`src/dcs_pkg.sv`:
```
// constants shared by the debug control/status register block
package dcs_pkg;
  localparam int unsigned SC_W = 8;
  localparam int unsigned BP_W = 16;

  // status/control bit positions
  localparam int unsigned BIT_PERMIT  = 7;
  localparam int unsigned BIT_ACTIVE  = 6;
  localparam int unsigned BIT_BKPT_EN = 5;
  localparam int unsigned BIT_FORCE   = 4;
  localparam int unsigned BIT_CLKSEL  = 3;
  localparam int unsigned BIT_WS      = 2;
  localparam int unsigned BIT_WSF     = 1;
  localparam int unsigned BIT_DVF     = 0;

  localparam logic [SC_W-1:0] SC_RESET = 8'h00;
  localparam logic [BP_W-1:0] BP_RESET = 16'h0000;
  localparam logic [BP_W-1:0] RSP_RESET = 16'h0000;

  // serial command codes seen by this block
  localparam logic [7:0] CMD_READ_STATUS   = 8'hE4;
  localparam logic [7:0] CMD_WRITE_CONTROL = 8'hC4;
  localparam logic [7:0] CMD_READ_BKPT     = 8'hE2;
  localparam logic [7:0] CMD_WRITE_BKPT    = 8'hC2;
  localparam logic [7:0] CMD_BACKGROUND    = 8'h90;
  localparam logic [7:0] CMD_GO            = 8'h08;
  localparam logic [7:0] CMD_TRACE1        = 8'h10;
  localparam logic [7:0] CMD_TAGGO         = 8'h18;

  typedef enum logic [0:0] {
    DCS_RUN  = 1'b0,
    DCS_BGND = 1'b1
  } dcs_mode_e;
endpackage : dcs_pkg

```
`src/dcs_if.sv`:
```
// interfaces between the register block and its breakpoint and status units
`timescale 1ns/1ns
`default_nettype none
interface dcs_bp_if;
  logic        enable;
  logic        force_mode;
  logic        wr;
  logic [15:0] wdata;
  logic        consume;
  logic [15:0] cpu_addr;
  logic        cpu_addr_valid;
  logic        cpu_fetch;
  logic [15:0] match_addr;
  logic        force_pending;
  logic        tag_opcode;
  modport ctrl (output enable, force_mode, wr, wdata, consume, cpu_addr, cpu_addr_valid, cpu_fetch,
                input  match_addr, force_pending, tag_opcode);
  modport unit (input  enable, force_mode, wr, wdata, consume, cpu_addr, cpu_addr_valid, cpu_fetch,
                output match_addr, force_pending, tag_opcode);
endinterface : dcs_bp_if

interface dcs_st_if;
  logic cpu_wait_stop;
  logic active;
  logic enter_from_ws;
  logic fail;
  logic clear_fail;
  logic ws;
  logic wait_stop_fail;
  modport ctrl (output cpu_wait_stop, active, enter_from_ws, fail, clear_fail, input ws, wait_stop_fail);
  modport unit (input cpu_wait_stop, active, enter_from_ws, fail, clear_fail, output ws, wait_stop_fail);
endinterface : dcs_st_if
`default_nettype wire

```
`src/dcs_bkpt.sv`:
```
// breakpoint match register and force/tag compare unit
`timescale 1ns/1ns
`default_nettype none
module dcs_bkpt (
  // clock and reset
  input wire logic ref_clk,
  input wire logic reset_n,
  // control side
  dcs_bp_if.unit   bp
);
  import dcs_pkg::*;

  logic [BP_W-1:0] match_addr;
  logic            force_pending;
  logic            tag_opcode;
  logic [BP_W-1:0] next_match_addr;
  logic            next_force_pending;
  logic            next_tag_opcode;
  logic            hit;

  always_comb begin
    hit                = bp.cpu_addr_valid && (bp.cpu_addr == match_addr);
    next_match_addr    = bp.wr ? bp.wdata : match_addr;
    next_force_pending = force_pending;
    if (!bp.enable) begin
      next_force_pending = 1'b0;
    end else if (hit && bp.force_mode) begin
      next_force_pending = 1'b1;
    end else if (bp.consume) begin
      next_force_pending = 1'b0;
    end
    next_tag_opcode = bp.enable && !bp.force_mode && hit && bp.cpu_fetch;
  end

  always_ff @(posedge ref_clk or negedge reset_n) begin
    if (!reset_n) begin
      match_addr    <= BP_RESET;
      force_pending <= 1'b0;
      tag_opcode    <= 1'b0;
    end else begin
      match_addr    <= next_match_addr;
      force_pending <= next_force_pending;
      tag_opcode    <= next_tag_opcode;
    end
  end

  assign bp.match_addr    = match_addr;
  assign bp.force_pending = force_pending;
  assign bp.tag_opcode    = tag_opcode;

  AST_BKPT_DISABLED: assert property (@(posedge ref_clk) disable iff (!reset_n)
    !bp.enable |=> !force_pending && !tag_opcode)
    else $error("breakpoint requested while disabled");
  AST_TAG_ON_FETCH: assert property (@(posedge ref_clk) disable iff (!reset_n)
    bp.enable && !bp.force_mode && bp.cpu_fetch && bp.cpu_addr_valid && bp.cpu_addr == match_addr
    |=> tag_opcode)
    else $error("matching opcode fetch not tagged");
  AST_FORCE_ARM: assert property (@(posedge ref_clk) disable iff (!reset_n)
    bp.enable && bp.force_mode && bp.cpu_addr_valid && bp.cpu_addr == match_addr |=> force_pending)
    else $error("forced breakpoint not armed on match");
endmodule : dcs_bkpt
`default_nettype wire

```
`src/dcs_regs.sv`:
```
// debug status/control and breakpoint registers reached only by serial commands
`timescale 1ns/1ns
`default_nettype none
module dcs_regs #(
  parameter int unsigned ADDR_W = dcs_pkg::BP_W
) (
  // clock and reset
  input  wire logic                     ref_clk,
  input  wire logic                     reset_n,
  // serial command decoder side
  input  wire logic                     cmd_valid,
  input  wire logic [7:0]               cmd_code,
  input  wire logic [dcs_pkg::BP_W-1:0] cmd_wdata,
  output var  logic                     rsp_valid,
  output var  logic [dcs_pkg::BP_W-1:0] rsp_data,
  // cpu side
  input  wire logic [dcs_pkg::BP_W-1:0] cpu_addr,
  input  wire logic                     cpu_addr_valid,
  input  wire logic                     cpu_opcode_fetch,
  input  wire logic                     cpu_instr_boundary,
  input  wire logic                     cpu_tag_at_queue_end,
  input  wire logic                     cpu_wait_stop,
  input  wire logic                     mem_cmd_fail_ws,
  // control and status outputs
  output var  logic                     background_active,
  output var  logic                     cpu_wake,
  output var  logic                     tag_opcode,
  output var  logic                     background_permit,
  output var  logic                     comm_clock_select,
  output var  logic                     wait_stop_status
);
  import dcs_pkg::*;

  if (ADDR_W != BP_W) begin : g_width_check
    $error("breakpoint address width must equal the command data width");
  end

  dcs_bp_if bp ();
  dcs_st_if st ();

  // control bits; no CPU address decode exists for any of them
  logic            permit;
  logic            bkpt_en;
  logic            force_sel;
  logic            clk_sel;
  dcs_mode_e       mode;
  logic            active;
  logic            wake;
  logic            rsp_v;
  logic [BP_W-1:0] rsp_d;

  logic            next_permit;
  logic            next_bkpt_en;
  logic            next_force_sel;
  logic            next_clk_sel;
  dcs_mode_e       next_mode;
  logic            next_active;
  logic            next_wake;
  logic            next_rsp_v;
  logic [BP_W-1:0] next_rsp_d;

  logic            is_rd_status;
  logic            is_wr_ctrl;
  logic            is_rd_bkpt;
  logic            is_wr_bkpt;
  logic            is_bgnd;
  logic            is_go;
  logic            enter_bgnd;
  logic [SC_W-1:0] status_byte;

  // command decode
  always_comb begin
    is_rd_status = cmd_valid && (cmd_code == CMD_READ_STATUS);
    is_wr_ctrl   = cmd_valid && (cmd_code == CMD_WRITE_CONTROL);
    is_rd_bkpt   = cmd_valid && (cmd_code == CMD_READ_BKPT);
    is_wr_bkpt   = cmd_valid && (cmd_code == CMD_WRITE_BKPT);
    is_bgnd      = cmd_valid && (cmd_code == CMD_BACKGROUND);
    is_go        = cmd_valid && ((cmd_code == CMD_GO) || (cmd_code == CMD_TRACE1) || (cmd_code == CMD_TAGGO));
  end

  // status/control byte as read by the host
  always_comb begin
    status_byte              = SC_RESET;
    status_byte[BIT_PERMIT]  = permit;
    status_byte[BIT_ACTIVE]  = active;
    status_byte[BIT_BKPT_EN] = bkpt_en;
    status_byte[BIT_FORCE]   = force_sel;
    status_byte[BIT_CLKSEL]  = clk_sel;
    status_byte[BIT_WS]      = st.ws;
    status_byte[BIT_WSF]     = st.wait_stop_fail;
    status_byte[BIT_DVF]     = 1'b0;
  end

  // writable control bits
  always_comb begin
    next_permit    = permit;
    next_bkpt_en   = bkpt_en;
    next_force_sel = force_sel;
    next_clk_sel   = clk_sel;
    if (is_wr_ctrl) begin
      if (mode != DCS_BGND) begin
        next_permit = cmd_wdata[BIT_PERMIT];
      end
      next_bkpt_en   = cmd_wdata[BIT_BKPT_EN];
      next_force_sel = cmd_wdata[BIT_FORCE];
      next_clk_sel   = cmd_wdata[BIT_CLKSEL];
      // active, ws, wsf and dvf are never taken from the write data
    end
  end

  // background mode entry and exit
  // a force left pending just before the breakpoint was disabled or
  // switched to tag mode must not fire, so the force path is gated here too
  always_comb begin
    enter_bgnd = (mode == DCS_RUN) && permit &&
                 (is_bgnd ||
                  (bkpt_en && force_sel && bp.force_pending && cpu_instr_boundary) ||
                  (bkpt_en && !force_sel && cpu_tag_at_queue_end));
    next_mode = mode;
    unique case (mode)
      DCS_RUN: begin
        if (enter_bgnd) begin
          next_mode = DCS_BGND;
        end
      end
      DCS_BGND: begin
        if (is_go) begin
          next_mode = DCS_RUN;
        end
      end
    endcase
    next_active = (next_mode == DCS_BGND);
    next_wake   = enter_bgnd && is_bgnd && cpu_wait_stop;
  end

  // read responses
  always_comb begin
    next_rsp_v = is_rd_status || is_rd_bkpt;
    next_rsp_d = rsp_d;
    if (is_rd_status) begin
      next_rsp_d = {{(BP_W-SC_W){1'b0}}, status_byte};
    end else if (is_rd_bkpt) begin
      next_rsp_d = bp.match_addr;
    end
  end

  always_ff @(posedge ref_clk or negedge reset_n) begin
    if (!reset_n) begin
      permit    <= SC_RESET[BIT_PERMIT];
      bkpt_en   <= SC_RESET[BIT_BKPT_EN];
      force_sel <= SC_RESET[BIT_FORCE];
      clk_sel   <= SC_RESET[BIT_CLKSEL];
      mode      <= DCS_RUN;
      active    <= 1'b0;
      wake      <= 1'b0;
      rsp_v     <= 1'b0;
      rsp_d     <= RSP_RESET;
    end else begin
      permit    <= next_permit;
      bkpt_en   <= next_bkpt_en;
      force_sel <= next_force_sel;
      clk_sel   <= next_clk_sel;
      mode      <= next_mode;
      active    <= next_active;
      wake      <= next_wake;
      rsp_v     <= next_rsp_v;
      rsp_d     <= next_rsp_d;
    end
  end

  // breakpoint unit hookup
  assign bp.enable         = bkpt_en;
  assign bp.force_mode     = force_sel;
  assign bp.wr             = is_wr_bkpt;
  assign bp.wdata          = cmd_wdata;
  assign bp.consume        = enter_bgnd;
  assign bp.cpu_addr       = cpu_addr;
  assign bp.cpu_addr_valid = cpu_addr_valid;
  assign bp.cpu_fetch      = cpu_opcode_fetch;

  dcs_bkpt u_bkpt (
    .ref_clk (ref_clk),
    .reset_n (reset_n),
    .bp      (bp.unit)
  );

  // status unit hookup
  assign st.cpu_wait_stop = cpu_wait_stop;
  assign st.active        = active;
  assign st.enter_from_ws = enter_bgnd && is_bgnd && cpu_wait_stop;
  assign st.fail          = mem_cmd_fail_ws;
  assign st.clear_fail    = is_bgnd;

  dcs_status u_status (
    .ref_clk (ref_clk),
    .reset_n (reset_n),
    .st      (st.unit)
  );

  assign rsp_valid         = rsp_v;
  assign rsp_data          = rsp_d;
  assign background_active = active;
  assign cpu_wake          = wake;
  assign tag_opcode        = bp.tag_opcode;
  assign background_permit = permit;
  assign comm_clock_select = clk_sel;
  assign wait_stop_status  = st.ws;

  AST_PERMIT_LOCKED: assert property (@(posedge ref_clk) disable iff (!reset_n)
    (mode == DCS_BGND) && is_wr_ctrl |=> permit == $past(permit))
    else $error("permit bit changed in background mode");
  AST_CLKSEL_ANYTIME: assert property (@(posedge ref_clk) disable iff (!reset_n)
    is_wr_ctrl |=> clk_sel == $past(cmd_wdata[BIT_CLKSEL]))
    else $error("clock select write lost");
  AST_NO_ENTRY_UNPERMITTED: assert property (@(posedge ref_clk) disable iff (!reset_n)
    (mode == DCS_RUN) && !permit |=> mode == DCS_RUN)
    else $error("background entered without permit");
  AST_ACTIVE_FLAG: assert property (@(posedge ref_clk) disable iff (!reset_n)
    active == (mode == DCS_BGND))
    else $error("active bit disagrees with mode");
  AST_FORCE_ENTRY: assert property (@(posedge ref_clk) disable iff (!reset_n)
    (mode == DCS_RUN) && permit && bkpt_en && force_sel && bp.force_pending && cpu_instr_boundary
    |=> active ##1 !bp.force_pending)
    else $error("forced breakpoint did not enter background");
  AST_BGND_WAKE: assert property (@(posedge ref_clk) disable iff (!reset_n)
    (mode == DCS_RUN) && permit && is_bgnd && cpu_wait_stop |=> active && cpu_wake ##1 !cpu_wake)
    else $error("background command did not leave wait/stop");
  AST_READ_STATUS: assert property (@(posedge ref_clk) disable iff (!reset_n)
    is_rd_status |=> rsp_valid && rsp_data[SC_W-1:0] == $past(status_byte) && rsp_data[BIT_DVF] == 1'b0)
    else $error("status read returned wrong byte");
  AST_STATUS_READ_ONLY: assert property (@(posedge ref_clk) disable iff (!reset_n)
    is_wr_ctrl && !is_bgnd && !cpu_wait_stop && !mem_cmd_fail_ws && !enter_bgnd
    |=> st.wait_stop_fail == $past(st.wait_stop_fail) && active == $past(active))
    else $error("write-control changed a status bit");

  // command port checks
  AST_RSP_ONLY_ON_READ: assert property (@(posedge ref_clk) disable iff (!reset_n)
    !is_rd_status && !is_rd_bkpt |=> !rsp_valid)
    else $error("answer given without a read command");
  AST_RSP_UPPER_ZERO: assert property (@(posedge ref_clk) disable iff (!reset_n)
    is_rd_status |=> rsp_data[BP_W-1:SC_W] == '0)
    else $error("status answer upper byte not zero");
  AST_READ_BKPT: assert property (@(posedge ref_clk) disable iff (!reset_n)
    is_rd_bkpt |=> rsp_valid && rsp_data == $past(bp.match_addr))
    else $error("match address read returned wrong value");
  AST_WRITE_BKPT: assert property (@(posedge ref_clk) disable iff (!reset_n)
    is_wr_bkpt |=> bp.match_addr == $past(cmd_wdata))
    else $error("match address write lost");
  AST_BKPT_ONLY_BY_CMD: assert property (@(posedge ref_clk) disable iff (!reset_n)
    !is_wr_bkpt |=> bp.match_addr == $past(bp.match_addr))
    else $error("match address changed without a command");
  AST_CTRL_ONLY_BY_CMD: assert property (@(posedge ref_clk) disable iff (!reset_n)
    !is_wr_ctrl |=> permit == $past(permit) && bkpt_en == $past(bkpt_en) &&
    force_sel == $past(force_sel) && clk_sel == $past(clk_sel))
    else $error("control bit changed without a command");
  AST_PERMIT_WRITE: assert property (@(posedge ref_clk) disable iff (!reset_n)
    (mode == DCS_RUN) && is_wr_ctrl |=> permit == $past(cmd_wdata[BIT_PERMIT]))
    else $error("permit write lost while user code runs");
  AST_BKPT_CTRL_WRITE: assert property (@(posedge ref_clk) disable iff (!reset_n)
    is_wr_ctrl |=> bkpt_en == $past(cmd_wdata[BIT_BKPT_EN]) && force_sel == $past(cmd_wdata[BIT_FORCE]))
    else $error("breakpoint control write lost");

  // background mode checks
  AST_GO_LEAVES: assert property (@(posedge ref_clk) disable iff (!reset_n)
    (mode == DCS_BGND) && is_go |=> !active)
    else $error("go command did not leave background");
  AST_BGND_STAYS: assert property (@(posedge ref_clk) disable iff (!reset_n)
    (mode == DCS_BGND) && !is_go |=> active)
    else $error("background left without a go command");
  AST_BGND_ENTRY: assert property (@(posedge ref_clk) disable iff (!reset_n)
    (mode == DCS_RUN) && permit && is_bgnd |=> active)
    else $error("background command ignored although permitted");
  AST_TAG_ENTRY: assert property (@(posedge ref_clk) disable iff (!reset_n)
    (mode == DCS_RUN) && permit && bkpt_en && !force_sel && cpu_tag_at_queue_end |=> active)
    else $error("tagged opcode at queue end did not enter background");
  AST_NO_BKPT_ENTRY: assert property (@(posedge ref_clk) disable iff (!reset_n)
    (mode == DCS_RUN) && !bkpt_en && !is_bgnd |=> !active)
    else $error("background entered by a disabled breakpoint");
  AST_WAKE_ONLY: assert property (@(posedge ref_clk) disable iff (!reset_n)
    !(enter_bgnd && is_bgnd && cpu_wait_stop) |=> !cpu_wake)
    else $error("wake pulse without background command in wait/stop");
  AST_WS_AFTER_WAKE: assert property (@(posedge ref_clk) disable iff (!reset_n)
    st.enter_from_ws |=> wait_stop_status)
    else $error("wait/stop status lost on entry from wait/stop");
  AST_WSF_CLEAR: assert property (@(posedge ref_clk) disable iff (!reset_n)
    is_bgnd && !mem_cmd_fail_ws |=> !st.wait_stop_fail)
    else $error("failure flag not cleared by background command");
endmodule : dcs_regs
`default_nettype wire

```
`src/dcs_status.sv`:
```
// wait/stop status flags of the debug controller
`timescale 1ns/1ns
`default_nettype none
module dcs_status (
  // clock and reset
  input wire logic ref_clk,
  input wire logic reset_n,
  // control side
  dcs_st_if.unit   st
);
  import dcs_pkg::*;

  logic ws;
  logic wait_stop_fail;
  logic next_ws;
  logic next_wsf;

  always_comb begin
    // stays set while background was entered out of wait or stop
    next_ws  = st.cpu_wait_stop || st.enter_from_ws || (ws && st.active);
    // a new failure wins over a clear in the same cycle
    next_wsf = st.fail || (wait_stop_fail && !st.clear_fail);
  end

  always_ff @(posedge ref_clk or negedge reset_n) begin
    if (!reset_n) begin
      ws  <= 1'b0;
      wait_stop_fail <= 1'b0;
    end else begin
      ws  <= next_ws;
      wait_stop_fail <= next_wsf;
    end
  end

  assign st.ws  = ws;
  assign st.wait_stop_fail = wait_stop_fail;

  AST_WS_FOLLOWS: assert property (@(posedge ref_clk) disable iff (!reset_n)
    st.cpu_wait_stop |=> ws)
    else $error("wait/stop status not set");
  AST_WS_CLEARS: assert property (@(posedge ref_clk) disable iff (!reset_n)
    !st.cpu_wait_stop && !st.enter_from_ws && !st.active |=> !ws)
    else $error("wait/stop status stuck");
  AST_WSF_SET: assert property (@(posedge ref_clk) disable iff (!reset_n)
    st.fail |=> wait_stop_fail [*2] or (wait_stop_fail ##1 (st.fail || !wait_stop_fail)))
    else $error("wait/stop failure flag not set");
endmodule : dcs_status
`default_nettype wire

```
`config.mk`:
```
export PLATFORM = sky130hd
export DESIGN_NAME = dcs_regs
export DESIGN_NICKNAME = d
export VERILOG_FILES = /design/src/dcs_pkg.sv /design/src/dcs_if.sv /design/src/dcs_bkpt.sv /design/src/dcs_regs.sv /design/src/dcs_status.sv
export SDC_FILE = /design/constraint.sdc
export NUM_CORES = 1
export LEC_CHECK = 0
export BUFFER_PORTS_ARGS = -buffer_cell sky130_fd_sc_hd__buf_2
export CAP_MARGIN = 20
export CELL_PAD_IN_SITES_DETAIL_PLACEMENT = 0
export CELL_PAD_IN_SITES_GLOBAL_PLACEMENT = 1
export CORE_ASPECT_RATIO = 0.75
export CORE_MARGIN = 10
export CORE_UTILIZATION = 41
export DETAILED_ROUTE_END_ITERATION = 6
export GPL_TIMING_DRIVEN = 0
export PLACE_DENSITY_LB_ADDON = 0.1
export SLEW_MARGIN = 20
export SYNTH_ARGS = -nofsm -noshare
export SYNTH_HDL_FRONTEND = slang
export SYNTH_SLANG_ARGS = --single-unit
```
`constraint.sdc`:
```
create_clock -name ref_clk -period 2.86 [get_ports ref_clk]
set_input_delay 0.572 -clock ref_clk [delete_from_list [all_inputs] [get_ports ref_clk]]
set_output_delay 0.572 -clock ref_clk [all_outputs]
set_load 0.02 [all_outputs]
```
==> Yosys cells after proc, flatten, opt, wreduce, memory -nomap -nowiden <==
Index checks and enable logic that the tools add are counted.
{ "word_totals": {"elab_cells": 65, "out_inout_bits": 23, "rom_bits": 0, "mem_count": 0, "latchBits": 0, "in_bits": 49, "register_bits": 43, "ram_bits": 0} }
{ "classes": {"n_div": 0, "order_cmp": 0, "n_mul": 0, "n_reduce_logical": 33, "shift": 0, "addsub": 0, "bitwise": 1, "muxes": 8, "eq_ne": 10} }
{ "ops": {"columns": ["operator", "n"], "rows": [
  ["8-bit == test (second input constant)", 5],
  ["16-bit 2-to-1 mux", 2],
  ["1-bit logical AND", 21],
  ["16-bit == test", 1],
  ["8-bit by 5-bit == test with 1-bit output (second input constant)", 2],
  ["8-bit by 4-bit == test with 1-bit output (second input constant)", 1],
  ["1-bit logical OR", 8],
  ["1-bit 2-to-1 mux", 5],
  ["3-bit by 1-bit inequality test with 1-bit output (second input constant)", 1],
  ["1-bit logical NOT", 2],
  ["1-bit one-hot mux with 2 select lines", 1],
  ["2-bit AND reduction", 1],
  ["2-bit nonzero test", 1],
  ["1-bit inverter", 1]
]} }

==> Logic depth before layout (Yosys ltp) <==
{ "depth": {"ltp_word": 10, "mapped_depth": 7, "mapped_depth_nobuf": 6} }

==> By module <==
From an unflattened synthesis, not the netlist that was laid out.
{ "hier_totals": {"hier_cells": 156, "area_unflattened_um2": 1944.4} }
{ "by_module_without_submodules": {"columns": ["mod", "cells_each", "seq_area_each_um2", "area_each_um2", "n_inst"], "rows": [
  ["dcs_regs", 88, 575.6, 1014.7, 1],
  ["dcs_bkpt", 63, 450.4, 859.6, 1],
  ["dcs_status", 5, 50.0, 70.1, 1]
]} }

==> Worst setup path after synthesis <==
OpenSTA, ideal clock, no wires.
{ "synth_timing": {"kind": "input to register", "startpoint": "input cmd_code[4]", "endpoint": "register u_bkpt.match_addr[10], in the netlist u_bkpt.bp.match_addr[10]", "cell_stages": 5, "required_ps": 2735, "slack_ps": 1040, "arrival_ps": 1695, "path_buffers": 1, "setup_ps": 125, "cell_sequence": "nand3b_4 > nor4b_4 > nand3_4 > buf_6 > mux2_4"} }
{ "synth_between": {"elab_chain_cells": 2} }
{ "synth_lines": {"columns": ["item", "line", "rtl"], "rows": [
  ["start: declaration", "dcs_regs.sv:12", "input wire logic [7:0] cmd_code,"],
  ["8-bit == test", "dcs_regs.sv:76", "is_wr_bkpt = cmd_valid && (cmd_code == CMD_WRITE_BKPT);"],
  ["1-bit logical AND", "dcs_regs.sv:76", null],
  ["end signal: assignment", "dcs_bkpt.sv:41", "match_addr <= next_match_addr;"],
  ["end: declaration", "dcs_bkpt.sv:13", "logic [BP_W-1:0] match_addr;"]
]} }
Every way passes these cells.
A chain may end at the register's enable or synchronous reset.

==> Final worst setup path <==
{ "layout_timing": {"startpoint": "input cmd_code[1]", "endpoint": "register permit, in the netlist background_permit"} }
{ "layout_between": {"elab_chain_cells": 3} }
{ "layout_lines": {"columns": ["item", "line", "rtl"], "rows": [
  ["8-bit == test", "dcs_regs.sv:74", "is_wr_ctrl = cmd_valid && (cmd_code == CMD_WRITE_CONTROL);"],
  ["1-bit logical AND", "dcs_regs.sv:74", null],
  ["2-bit AND reduction (no line)", null, null],
  ["end signal: assignment", "dcs_regs.sv:149", "permit <= SC_RESET[BIT_PERMIT];"],
  ["end signal: assignment", "dcs_regs.sv:159", "permit <= next_permit;"],
  ["end: declaration", "dcs_regs.sv:42", "logic permit;"]
]} }
Every way passes these cells.

==> metrics.csv <==
metric,value,unit
finalSetupViolations,0,
cts_sinks,43,
cts-root-buf,clkbuf_8,
slew_headroom,35.9,%
tns,0,ns
cap_violations,0,
rrSetupSlack,1.13,ns
dpl.hpwl,3960,um
area_growth,26.0,%
reg2reg_depth,5,
vdd_drop_max,0.000223,V
drive_above_1_share,43.5,%
hp-class,in -> async,
grt_pass1_wl,8220,um
power_switching,0.312,mW
seq_area,1080,um^2
startpoint_type,input port,
crit_fanout,10,
synth-seq-cells,43,
die-area,8250,um^2
hold_violations,0,
fp.coreArea,4870,um^2
place_congestion,0.741,
p_per_area,498,nW/um^2
fp.dieW,102,um
tightest_slew,0.961,ns
htreeDepth,2,
avgRoutedWirePerCell,16.6,um
die_y,81.2,um
cts_setup_buffers,0,
clkPwrFrac,35.2,%
num-fill-cells,460,
cts_tree,yes,
clk_pin_slew,0.08,ns
viasPerCell,4.91,
leakage,1.43,nW
fmax,549,MHz
yosys_warnings,0,
skew,0.00679,ns
cp.arrival,2.00,ns
rsz0062_at_grt,no,
period_share,63.7,%
cts_resized,0,
cts_buffer_depth,2,
synth_top_area_share,52.6,%
yosysUniqueCellTypes,34,
grt_max_degree,44,
num_antenna_cells,0,
io_pins,72,
wl,5100,um
hold_buffers,0,
min_period,1.82,ns
r2r_start,u_bkpt.bp.match_addr[12],
syn_area_per_cell,12.0,um^2
netlist_area,2050,um^2
syn-instance-count,170,
drc,0,
p_sw_share,24.2,%
critPathRequiredTime,3.04,ns
syn_nets,219,
postRouteAntennaNets,0,
start_util,42.0,%
rows,22,
final_cell_mix,"buf_2, dfrtp_1, nand2_1",
ys_seq_area_share,52.6,%
yosys.area.top_type,dfrtp_1,
clock_latency,0.29,ns
cts_buffers,5,
synth_area_leaders,"dfrtp_1, mux2_4, xnor2_1, mux2_2, nand2_1",
drv_slew,0,
p_seq_share,51.5,%
end_kind,flop,
grt_pass1_vias,1624,
status,"finished, final reports clean",
placed_cell_area,2480,um^2
grt_antenna_before_repair,0,
track_usage,12.7,%
p_int,0.974,mW
mostFrequentLayoutCell,buf_2,
grt.overflow.total,0,
reg2reg_to,u_bkpt.bp.tag_opcode,
vias,1511,
postLayoutCellArea,2580,um^2
drt_pass1_iterations,6,
p_comb_share,13.3,%
drtIter0Drc,39,
crit_type,in -> reg,
multi_input_area,928,um^2
portBuffers,71,
finalNetCount,297,
==> through the flow <==
step	std cells	hold WS (ns)	power, mW	worst slack, ns	util (%)
after global routing	308	0.476	1.35	0.917	53.0
after floorplan	170	0.276	0.757	1.04	-
final	308	0.429	1.29	1.04	53.0
after detailed placement	301	0.451	0.848	0.717	50.8
after CTS	308	0.462	1.30	1.02	53.0
after global placement	301	0.447	0.847	0.751	50.8
==> area by class of cell <==
type	count	area share [%]
Clock buffer	6	2.81
Timing Repair Buffer	71	13.8
Multi-Input combinational cell	120	36.0
Clock inverter	1	1.16
Inverter	2	0.291
Sequential cell	43	41.7
Tap cell	60	2.91
Buffer	5	1.36
==> routing by layer <==
metal | vias up | global-route usage, % | wire length, um
met5 | - | 0 | 0
met4 | 0 | 2.99 | 40
met3 | 5 | 4.41 | 362
met2 | 46 | 18.0 | 2100
met1 | 715 | 18.1 | 2600
li1 | 745 | - | -
==> logic make-up after synthesis <==
| group | Yosys count | share of synthesized area [%] |
|---|---|---|
| compound gates | 12 | 3.54 |
| xor+xnor | 17 | 7.27 |
| buf+inv | 7 | 2.08 |
| flops | 43 | 52.6 |
| mux | 27 | 16.3 |
| simple gates | 64 | 18.3 |
==> power groups by stage <==
stage / Combinational, mW / Sequential [mW] / Clock [mW]
CTS: 0.175 / 0.662 / 0.465
floorplan: 0.0643 / 0.693 / 0
finish: 0.171 / 0.662 / 0.453
detailed placement: 0.174 / 0.674 / 0
global placement: 0.174 / 0.673 / 0
global route: 0.189 / 0.668 / 0.489
==> how the worst max path moves through the flow <==
stage	to	slack [ns]	cells after the start	startpoint
finish	background_permit	1.04	6	cmd_code[1]
global route	background_permit	0.92	6	cmd_code[1]
CTS	background_permit	1.02	6	cmd_code[1]
detailed placement	background_permit	0.72	6	cmd_code[1]
global placement	background_permit	0.75	6	cmd_code[1]
floorplan	u_bkpt.bp.match_addr[10]	1.04	5	cmd_code[4]
==> sequential cells by signal, summed over array words and instances, names as in the netlist <==
| register | count |
|---|---|
| bkpt_en | 1 |
| u_status.st.wait_stop_fail | 1 |
| u_bkpt.bp.force_pending | 1 |
| u_status.st.ws | 1 |
| rsp_data | 16 |
| background_active | 1 |
| cpu_wake | 1 |
| rsp_valid | 1 |
| u_bkpt.bp.match_addr | 16 |
| background_permit | 1 |
| u_bkpt.bp.tag_opcode | 1 |
| bp.force_mode | 1 |
| comm_clock_select | 1 |
==> worst max-delay path: stages <==
cell and delay, ns:
buf_2 0.13, nor3b_2 0.25, nand3b_1 0.15, clkbuf_1 0.27
nor4_1 0.26, mux2_2 0.37
==> synthesized netlist by cell type <==
master,count
dfrtp_1,43
nand2_1,23
xnor2_1,13
mux2_2,10
mux2_4,10
nand3_1,10
nor2_1,10
a21oi_1,7
mux2i_1,7
nand4_1,4
xor2_1,4
nor2b_1,3
a21o_1,2
buf_4,2
nand3_4,2
nor3_1,2
a32o_1,1
and3_1,1
and3b_1,1
buf_2,1
buf_6,1
clkbuf_1,1
inv_1,1
inv_2,1
nand3b_1,1
nand3b_4,1
nor3b_2,1
nor4_1,1
nor4_2,1
nor4b_4,1
o21ai_0,1
o31ai_1,1
or3_1,1
or4_1,1
No activity file was read; power rests on OpenSTA's default activity.
